**config.mk**
```make
export PLATFORM = sky130hd
export DESIGN_NAME = pio_channel_register_decode
export DESIGN_NICKNAME = d
export VERILOG_FILES = /design/src/hdl/pio_pkg.sv /design/src/hdl/pio_channel_register_decode.sv /design/src/hdl/pio_channel.sv
export SDC_FILE = /design/constraint.sdc
export NUM_CORES = 1
export LEC_CHECK = 0
export BUFFER_PORTS_ARGS = -buffer_cell sky130_fd_sc_hd__buf_2
export CAP_MARGIN = 10
export CORE_MARGIN = 3
export CORE_UTILIZATION = 40
export DETAILED_ROUTE_END_ITERATION = 10
export PLACE_DENSITY = 0.74
export SYNTH_ARGS = -nofsm -noshare
export SYNTH_HDL_FRONTEND = slang
export SYNTH_SLANG_ARGS = --single-unit
```
**constraint.sdc**
```tcl
create_clock -name clk_in -period 4.65 [get_ports clk_in]
set_clock_uncertainty 0.2 [all_clocks]
set_input_delay 0 -clock clk_in [delete_from_list [all_inputs] [get_ports clk_in]]
set_output_delay 0 -clock clk_in [all_outputs]
set_load 0.03 [all_outputs]
```
**src/hdl/pio_pkg.sv**
```systemverilog
// Shared constants and carrier types for the programmed_io register decode
package pio_pkg;
    localparam int DATA_W = 16;
    localparam int ADDR_W = 16;

    // Block size limits and default
    localparam int BLOCK_MIN  = 4;
    localparam int BLOCK_MAX  = 16;
    localparam int BLOCK_DEF  = 8;

    // Terminal map
    localparam logic [3:0] REG_IN_DATA  = 4'h0;
    localparam logic [3:0] REG_SPEED    = 4'h1;
    localparam logic [3:0] REG_IN_COND  = 4'h2;
    localparam logic [3:0] REG_IN_CMD   = 4'h3;
    localparam logic [3:0] REG_OUT_DATA = 4'h5;
    localparam logic [3:0] REG_OUT_COND = 4'h6;
    localparam logic [3:0] REG_OUT_CMD  = 4'h7;

    // Printer map
    localparam logic [3:0] REG_LP_LOOP  = 4'h0;
    localparam logic [3:0] REG_LP_DATA  = 4'h1;
    localparam logic [3:0] REG_LP_COND  = 4'h2;
    localparam logic [3:0] REG_LP_CMD   = 4'h3;

    // Command and condition fields
    localparam int CMD_ECHO_W       = 3;
    localparam int CMD_ACTIVE_BIT   = 2;
    localparam int COND_READY_BIT   = 3;
    localparam int COND_ERROR_BIT   = 4;
    localparam int COND_OVERRUN_BIT = 5;

    // Reset values
    localparam logic [15:0] CMD_RESET   = 16'h0000;
    localparam logic [15:0] DATA_RESET  = 16'h0000;
    localparam logic [15:0] SPEED_RESET = 16'h0000;
    localparam logic [15:0] BASE_RESET  = 16'h0000;
    localparam logic [15:0] READ_ZERO   = 16'h0000;

    typedef struct packed {
        logic              strobe;
        logic [ADDR_W-1:0] addr;
        logic [DATA_W-1:0] wdata;
    } io_req_t;

    typedef struct packed {
        logic              done;
        logic [DATA_W-1:0] rdata;
    } io_rsp_t;

    typedef struct packed {
        logic [DATA_W-1:0] command;
        logic [DATA_W-1:0] data;
        logic              ready;
        logic              overrun;
        logic              start;
    } chan_state_t;

    typedef struct packed {
        logic [ADDR_W-1:0] base_meta;
        logic [ADDR_W-1:0] base_sync;
        logic [DATA_W-1:0] speed;
        io_rsp_t           rsp;
    } top_state_t;
endpackage

```
**src/hdl/pio_channel_register_decode.sv**
```systemverilog
// Register decode of a programmed_io interface with its channels
//
// Behaviour
// - The interface answers only addresses from its base number up to base plus block size minus one.
// - Each channel has a command, a condition and a data register at its own number.
// - A command register only takes writes, and the written word acts as a command.
// - A condition register is only read and shows ready, active and error state.
// - Output data takes writes only and input data is read only.
// - The two-channel form runs input and output at once; one-channel is one direction.
// - Each channel has its own registers and is steered independently of the other.
// - Printer form: command at 3, condition at 2, data at 1, loop-back of data at 0.
// - Terminal input: command at 3, condition at 2, received data at 0.
// - Terminal output: command at 7, condition at 6, transmit data at 5.
// - Terminal form has one shared line speed register at 1.
// - Address bit 0 gives direction: even reads, odd writes.
// - The block is a run of 4 to 16 consecutive addresses from the base number.
// - The base number comes from a manual selector on the module.
`timescale 1ns/1ps
module pio_channel_register_decode
#(
    parameter int BLOCK_SIZE   = pio_pkg::BLOCK_DEF,
    parameter bit PRINTER_MODE = 1'b0
)
(
    input  wire logic                       clk_in,
    input  wire logic                       reset_in,
    input  wire pio_pkg::io_req_t           io_req_in,
    output pio_pkg::io_rsp_t                io_rsp_out,
    input  wire logic [pio_pkg::ADDR_W-1:0] base_select_in,
    input  wire logic                       rx_valid_in,
    input  wire logic [pio_pkg::DATA_W-1:0] rx_data_in,
    input  wire logic                       tx_done_in,
    output logic                            tx_start_out,
    output logic [pio_pkg::DATA_W-1:0]      tx_data_out,
    output logic [pio_pkg::DATA_W-1:0]      line_speed_out,
    output logic [pio_pkg::DATA_W-1:0]      in_command_out,
    output logic [pio_pkg::DATA_W-1:0]      out_command_out
);
    import pio_pkg::*;

    localparam logic [ADDR_W-1:0] BLOCK_LEN = ADDR_W'(BLOCK_SIZE);

    localparam top_state_t RESET_ST = '{
        base_meta: BASE_RESET,
        base_sync: BASE_RESET,
        speed:     SPEED_RESET,
        rsp:       '{done: 1'b0, rdata: READ_ZERO}
    };

    function automatic logic in_block(input logic [ADDR_W-1:0] addr,
                                      input logic [ADDR_W-1:0] base);
        logic [ADDR_W-1:0] off;
        off = addr - base;
        return off < BLOCK_LEN;
    endfunction

    function automatic logic [3:0] reg_number(input logic [ADDR_W-1:0] addr,
                                              input logic [ADDR_W-1:0] base);
        logic [ADDR_W-1:0] off;
        off = addr - base;
        return off[3:0];
    endfunction

    top_state_t st;
    top_state_t next_st;

    logic                hit;
    logic                is_write;
    logic [3:0]          reg_no;
    logic                in_cmd_wr;
    logic                out_cmd_wr;
    logic                out_data_wr;
    logic                in_data_rd;
    logic                speed_wr;
    logic [DATA_W-1:0]   read_mux;
    logic [DATA_W-1:0]   in_command;
    logic [DATA_W-1:0]   in_condition;
    logic [DATA_W-1:0]   in_data;
    logic [DATA_W-1:0]   out_command;
    logic [DATA_W-1:0]   out_condition;
    logic [DATA_W-1:0]   out_data;
    logic                in_start_unused;
    logic                rx_event;

    ////////////////////////////////////////////////////////////////////////
    // Address decode
    always_comb
    begin
        hit      = io_req_in.strobe && in_block(io_req_in.addr, st.base_sync);
        reg_no   = reg_number(io_req_in.addr, st.base_sync);
        is_write = io_req_in.addr[0];
        in_cmd_wr   = 1'b0;
        out_cmd_wr  = 1'b0;
        out_data_wr = 1'b0;
        in_data_rd  = 1'b0;
        speed_wr    = 1'b0;
        read_mux    = READ_ZERO;
        if (PRINTER_MODE)
        begin
            // Only the output channel is decoded here
            out_cmd_wr  = hit && is_write && reg_no == REG_LP_CMD;
            out_data_wr = hit && is_write && reg_no == REG_LP_DATA;
            if (reg_no == REG_LP_COND)
                read_mux = out_condition;
            else if (reg_no == REG_LP_LOOP)
                read_mux = out_data;
        end
        else
        begin
            in_cmd_wr   = hit && is_write && reg_no == REG_IN_CMD;
            out_cmd_wr  = hit && is_write && reg_no == REG_OUT_CMD;
            out_data_wr = hit && is_write && reg_no == REG_OUT_DATA;
            speed_wr    = hit && is_write && reg_no == REG_SPEED;
            in_data_rd  = hit && !is_write && reg_no == REG_IN_DATA;
            if (reg_no == REG_IN_DATA)
                read_mux = in_data;
            else if (reg_no == REG_IN_COND)
                read_mux = in_condition;
            else if (reg_no == REG_OUT_COND)
                read_mux = out_condition;
        end
    end

    // Writes never return a word, so an odd address reads as zero
    always_comb
    begin
        next_st = st;
        next_st.base_meta = base_select_in;
        next_st.base_sync = st.base_meta;
        if (speed_wr)
            next_st.speed = io_req_in.wdata;
        next_st.rsp.done  = hit;
        next_st.rsp.rdata = (hit && !is_write) ? read_mux : READ_ZERO;
    end

    always_ff @(posedge clk_in or posedge reset_in)
    begin
        if (reset_in)
            st <= RESET_ST;
        else
            st <= next_st;
    end

    ////////////////////////////////////////////////////////////////////////
    // Channels; printer form keeps the input side idle
    assign rx_event = rx_valid_in && !PRINTER_MODE;

    pio_channel #(.IS_INPUT(1'b1)) u_in_chan
    (
        .clk_in        (clk_in),
        .reset_in      (reset_in),
        .cmd_write_in  (in_cmd_wr),
        .data_write_in (1'b0),
        .data_read_in  (in_data_rd),
        .wdata_in      (io_req_in.wdata),
        .line_event_in (rx_event),
        .line_data_in  (rx_data_in),
        .command_out   (in_command),
        .condition_out (in_condition),
        .data_out      (in_data),
        .start_out     (in_start_unused)
    );

    pio_channel #(.IS_INPUT(1'b0)) u_out_chan
    (
        .clk_in        (clk_in),
        .reset_in      (reset_in),
        .cmd_write_in  (out_cmd_wr),
        .data_write_in (out_data_wr),
        .data_read_in  (1'b0),
        .wdata_in      (io_req_in.wdata),
        .line_event_in (tx_done_in),
        .line_data_in  (READ_ZERO),
        .command_out   (out_command),
        .condition_out (out_condition),
        .data_out      (out_data),
        .start_out     (tx_start_out)
    );

    assign io_rsp_out      = st.rsp;
    assign tx_data_out     = out_data;
    assign line_speed_out  = st.speed;
    assign in_command_out  = in_command;
    assign out_command_out = out_command;

    generate
        if (PRINTER_MODE)
        begin : g_lp_checks

        end
        else
        begin : g_term_checks

        end
    endgenerate
endmodule

```
**src/hdl/pio_channel.sv**
```systemverilog
// One transfer channel: command, condition and data registers
`timescale 1ns/1ps
module pio_channel
#(
    parameter bit IS_INPUT = 1'b1
)
(
    input  wire logic                   clk_in,
    input  wire logic                   reset_in,
    input  wire logic                   cmd_write_in,
    input  wire logic                   data_write_in,
    input  wire logic                   data_read_in,
    input  wire logic [pio_pkg::DATA_W-1:0] wdata_in,
    input  wire logic                   line_event_in,
    input  wire logic [pio_pkg::DATA_W-1:0] line_data_in,
    output logic [pio_pkg::DATA_W-1:0]  command_out,
    output logic [pio_pkg::DATA_W-1:0]  condition_out,
    output logic [pio_pkg::DATA_W-1:0]  data_out,
    output logic                        start_out
);
    import pio_pkg::*;

    // Output data register starts empty, input starts with nothing held
    localparam chan_state_t RESET_ST = '{
        command: CMD_RESET,
        data:    DATA_RESET,
        ready:   !IS_INPUT,
        overrun: 1'b0,
        start:   1'b0
    };

    chan_state_t st;
    chan_state_t next_st;

    always_comb
    begin
        next_st = st;
        next_st.start = 1'b0;
        // Command write first so a same-cycle error set wins over the clear
        if (cmd_write_in)
        begin
            next_st.command = wdata_in;
            next_st.overrun = 1'b0;
        end
        if (IS_INPUT)
        begin
            if (data_read_in)
                next_st.ready = 1'b0;
            if (line_event_in && st.command[CMD_ACTIVE_BIT])
            begin
                next_st.data  = line_data_in;
                next_st.ready = 1'b1;
                if (st.ready && !data_read_in)
                    next_st.overrun = 1'b1;
            end
        end
        else
        begin
            if (line_event_in)
                next_st.ready = 1'b1;
            if (data_write_in)
            begin
                next_st.data  = wdata_in;
                next_st.ready = 1'b0;
                next_st.start = st.command[CMD_ACTIVE_BIT];
                if (!st.ready && !line_event_in)
                    next_st.overrun = 1'b1;
            end
        end
    end

    always_ff @(posedge clk_in or posedge reset_in)
    begin
        if (reset_in)
            st <= RESET_ST;
        else
            st <= next_st;
    end

    ////////////////////////////////////////////////////////////////////////
    always_comb
    begin
        condition_out = READ_ZERO;
        condition_out[CMD_ECHO_W-1:0]   = st.command[CMD_ECHO_W-1:0];
        condition_out[COND_READY_BIT]   = st.ready;
        condition_out[COND_ERROR_BIT]   = st.overrun;
        condition_out[COND_OVERRUN_BIT] = st.overrun;
    end

    assign command_out = st.command;
    assign data_out    = st.data;
    assign start_out   = st.start;
endmodule

```
==> summary.md <==
| Metric | Value |
|---|---|
| Share of post-route cells with drive strength above 1 | 42.42% |
| Cell Int Power | 0.002133 W |
| Post-synthesis async set-or-reset flop share | 100.0% |
| TritonCTS clock tree | built |
| Post-layout util | 53.29% |
| DPL Wire Length | 10000 µm |
| Combinational power share | 9.8% |
| First-pass GRT wire length | about 23000 µm |
| Post-synth EDFFs | 0 |
| Crit start category | primary input |
| Die H | ~130 µm |
| Clock Tree Root | clkbuf_16 |
| Io pins | 151 |
| Run status | finished, final reports clean |
| Peak VDD IR | ~0.00028 V |
| Total power | 0.002771 W |
| # fillers | 1227 |
| Crit-path max FO | 18 |
| Final min period | 4.094 ns |
| Final net count | ~730 |
| Seq/Total Area, Yosys | 55.32% |
| Placer congestion estimate | 0.8984 |
| Post-placement cell count | 760 |
| Arr. time, crit path | 4.18 ns |
| Most common cell after layout, fill and taps aside | buf_2 |
| Via Count | 4235 |
| Sum Neg Setup Slack | 0 ns |
| Switching part of the total power | between 20% and 30% |
| # Post-CTS Setup Buffers | 0 |
| Register area | ~0.0034 mm² |
| Htree depth | 4 |
| CORE AREA | 0.01470 mm² |
| CTS hold repair buffers | 52 |
| Initial antenna violation count | 0 |
| Post-synthesis cell area | roughly 0.0061 mm² |
| Most used DFF post-synth | dfrtp_1 |
| Die width | 129.1 µm |
| Final non-filler cell total | between 800 and 900 |
| Synthesis Warnings | 0 |
| Setup repair after global routing missed its margin | false |
| CTS buffer count | 17 |
| Worst setup EP type | flip-flop |
| Data required, critical path | 4.74 ns |
| Critical path class | primary input to flip-flop |
| CTS Buffer Depth | 2 |
| Routed WL | 14340 µm |
| Initial core utilization | 41.25% |
| Vias in the first global route | 4568 |
| Hold Slack | 0.04088 ns |
| Post-CTS resize count | 0 |
| Max-slew violations | 0 |
| WL per Instance | roughly 17 µm |
| Synth Instances | 476 |
| Antenna-violating nets left | 0 |
| Multi-input gate area | 0.002243 mm² |
| Synth unique cells | 60 |
| Syn_nets | 561 |
| Hold crit path type | primary input to flip-flop |
| Clk slew on worst S/H paths | 0.05 ns |
| Max Freq | ~240 MHz |
| Final period util | between 80% and 90% |
| Worst skew pair latency | 0.41 ns |
| Mean Syn Cell Area | between 10 and 15 µm² |
| Pre-Repair DR Iteration Count | 4 |
| # setup viols final | 0 |
| Flops & latches, synth | 134 |
| Clock Power Share | 47.4% |
| Buffers added on ports | 150 |
| Hold Violations, Final | 0 |
| DIE AREA | 0.01667 mm² |
| Post-route DRC violation count | 0 |
| Gr ovfl total | 0 |
| Slew HR | 45.45% |
| Seq pwr share | about 43% |
| Pwr per Cell Area | 353.7 mW/mm² |
| Worst Tran Pin Value | a little over 0.8 ns |
| Most frequent cells in the layout | buf_2, dfrtp_1, mux2_2 |
| Clock sink count | 134 |
| Vias per cell | 5.012 |
| All-layer global routing usage | between 15 and 20% |
| Switching Power | 0.0006380 W |
| Largest net degree at the start of global routing | 95 |
| Floorplan row count | 44 |
| DRT iter0 DRCs | 168 |
| Area growth syn-to-layout | 29.20% |
| Max-Cap Viols | 0 |
| Leakage power | 4.147 nW |
## path summary, 6_finish.rpt
path                                                          endpoint                  start  slack, ns  cells after the start
max in group asynchronous               line_speed_out[10]$_DFFE_PP0P_               reset_in       3.12                      4
worst min register to register                        st[48]$_DFF_PP0_  next_st[48]$_DFF_PP0_       0.15                      0
worst max-delay path               u_out_chan.data_out[10]$_DFFE_PP0P_          io_req_in[16]       0.56                     14
worst min-delay path                             next_st[41]$_DFF_PP0_      base_select_in[8]       0.04                      2
min in group asynchronous       u_out_chan.command_out[12]$_DFFE_PP0P_               reset_in       0.11                      3
worst max register to register     u_out_chan.data_out[10]$_DFFE_PP0P_       st[33]$_DFF_PP0_       0.60                     11
## registers in the layout, summed over array words and instances, names as in the netlist, 16 cells and up
| register | cells |
|---|---|
| line_speed_out | 16 |
| u_in_chan.command_out | 16 |
| next_st | 16 |
| u_out_chan.data_out | 16 |
| st | 16 |
| u_in_chan.data_out | 16 |
| io_rsp_out | 17 |
| u_out_chan.command_out | 16 |
## synth_stat cells (3+ instances only)
| master | n | area, µm² |
|---|---|---|
| or3_1 | 5 | 31.28 |
| dfrtp_1 | 133 | 3328 |
| ha_1 | 15 | 187.7 |
| nor2_1 | 15 | 56.30 |
| o21a_1 | 4 | 30.03 |
| xnor2_1 | 5 | 43.79 |
| buf_2 | 3 | 15.01 |
| a21oi_1 | 17 | 85.08 |
| nand2_1 | 14 | 52.55 |
| mux2_2 | 76 | 855.8 |
| nor2b_1 | 4 | 25.02 |
| nand4b_1 | 3 | 26.28 |
| inv_1 | 22 | 82.58 |
| mux2_4 | 8 | 120.1 |
| a21o_1 | 7 | 52.55 |
| clkbuf_1 | 12 | 45.04 |
| nand3_1 | 4 | 20.02 |
| buf_4 | 40 | 300.3 |
| o21ai_0 | 11 | 55.05 |
| o211ai_1 | 5 | 37.54 |
| and3_1 | 4 | 25.02 |
| nor3_1 | 9 | 45.04 |
| and2_1 | 10 | 62.56 |
| nand2b_1 | 3 | 18.77 |
## critical path, cell delays in order
cell and delay, ns:
dlygate4sd3_1 0.55, buf_2 0.13, inv_1 0.08, ha_1 0.19
inv_1 0.06, fa_1 0.41, a21o_1 0.21, a221o_1 0.39
a222oi_1 0.35, o2111ai_1 0.17, a2111o_1 0.59, nor4b_4 0.31
buf_4 0.33, mux2_2 0.38
## logic make-up (layout without fill, tap and decap cells)
logic type	count (synthesis)	after routing	share of synthesized area (%)
other	0	1	0
xor gates and xnor gates	7	7	1.011
muxes	85	85	16.26
AOI/OAI and AO/OA	69	69	7.842
and+or+nand+nor	86	86	8.460
adders and majority gates	16	16	3.426
buffers and inverters	79	263	7.676
DFF	134	134	55.32
## through the flow
step           setup slack [ns]  area [µm²]
2_1_floorplan            0.7497        6063
3_3_place_gp             0.7661        6719
3_5_place_dp             0.6417        6719
4_1_cts                  0.6024        7831
5_1_grt                  0.3467        7831
6_report                 0.5564        7834
## metal layers
layer | vias up | GRT usage [%] | wire, µm
met5 | - | 0 | 0
met4 | 0 | 6.238 | 198
met3 | 15 | 4.369 | 628
met2 | 131 | 31.04 | 7561
met1 | 2094 | 21.51 | 5948
li1 | 1995 | - | -
## final cells by class
class	instances	area share, %
flip-flops and latches	134	42.82
multi-input cells	263	28.64
repair buffers	209	16.90
clock buffers	21	6.005
well taps	184	2.939
clock inverters	11	1.549
inverters	22	1.118
diodes	1	0.03194
## power by group through the flow
stage / Combinational (W) / Clock (W) / Sequential, W
2_1_floorplan: 0.000153 / 0 / 0.00120
5_1_grt: 0.000301 / 0.00141 / 0.00119
3_5_place_dp: 0.000236 / 0 / 0.00121
3_3_place_gp: 0.000232 / 0 / 0.00121
4_1_cts: 0.000271 / 0.00136 / 0.00118
6_report: 0.000272 / 0.00131 / 0.00118
Power figures use the tool's default switching activity.
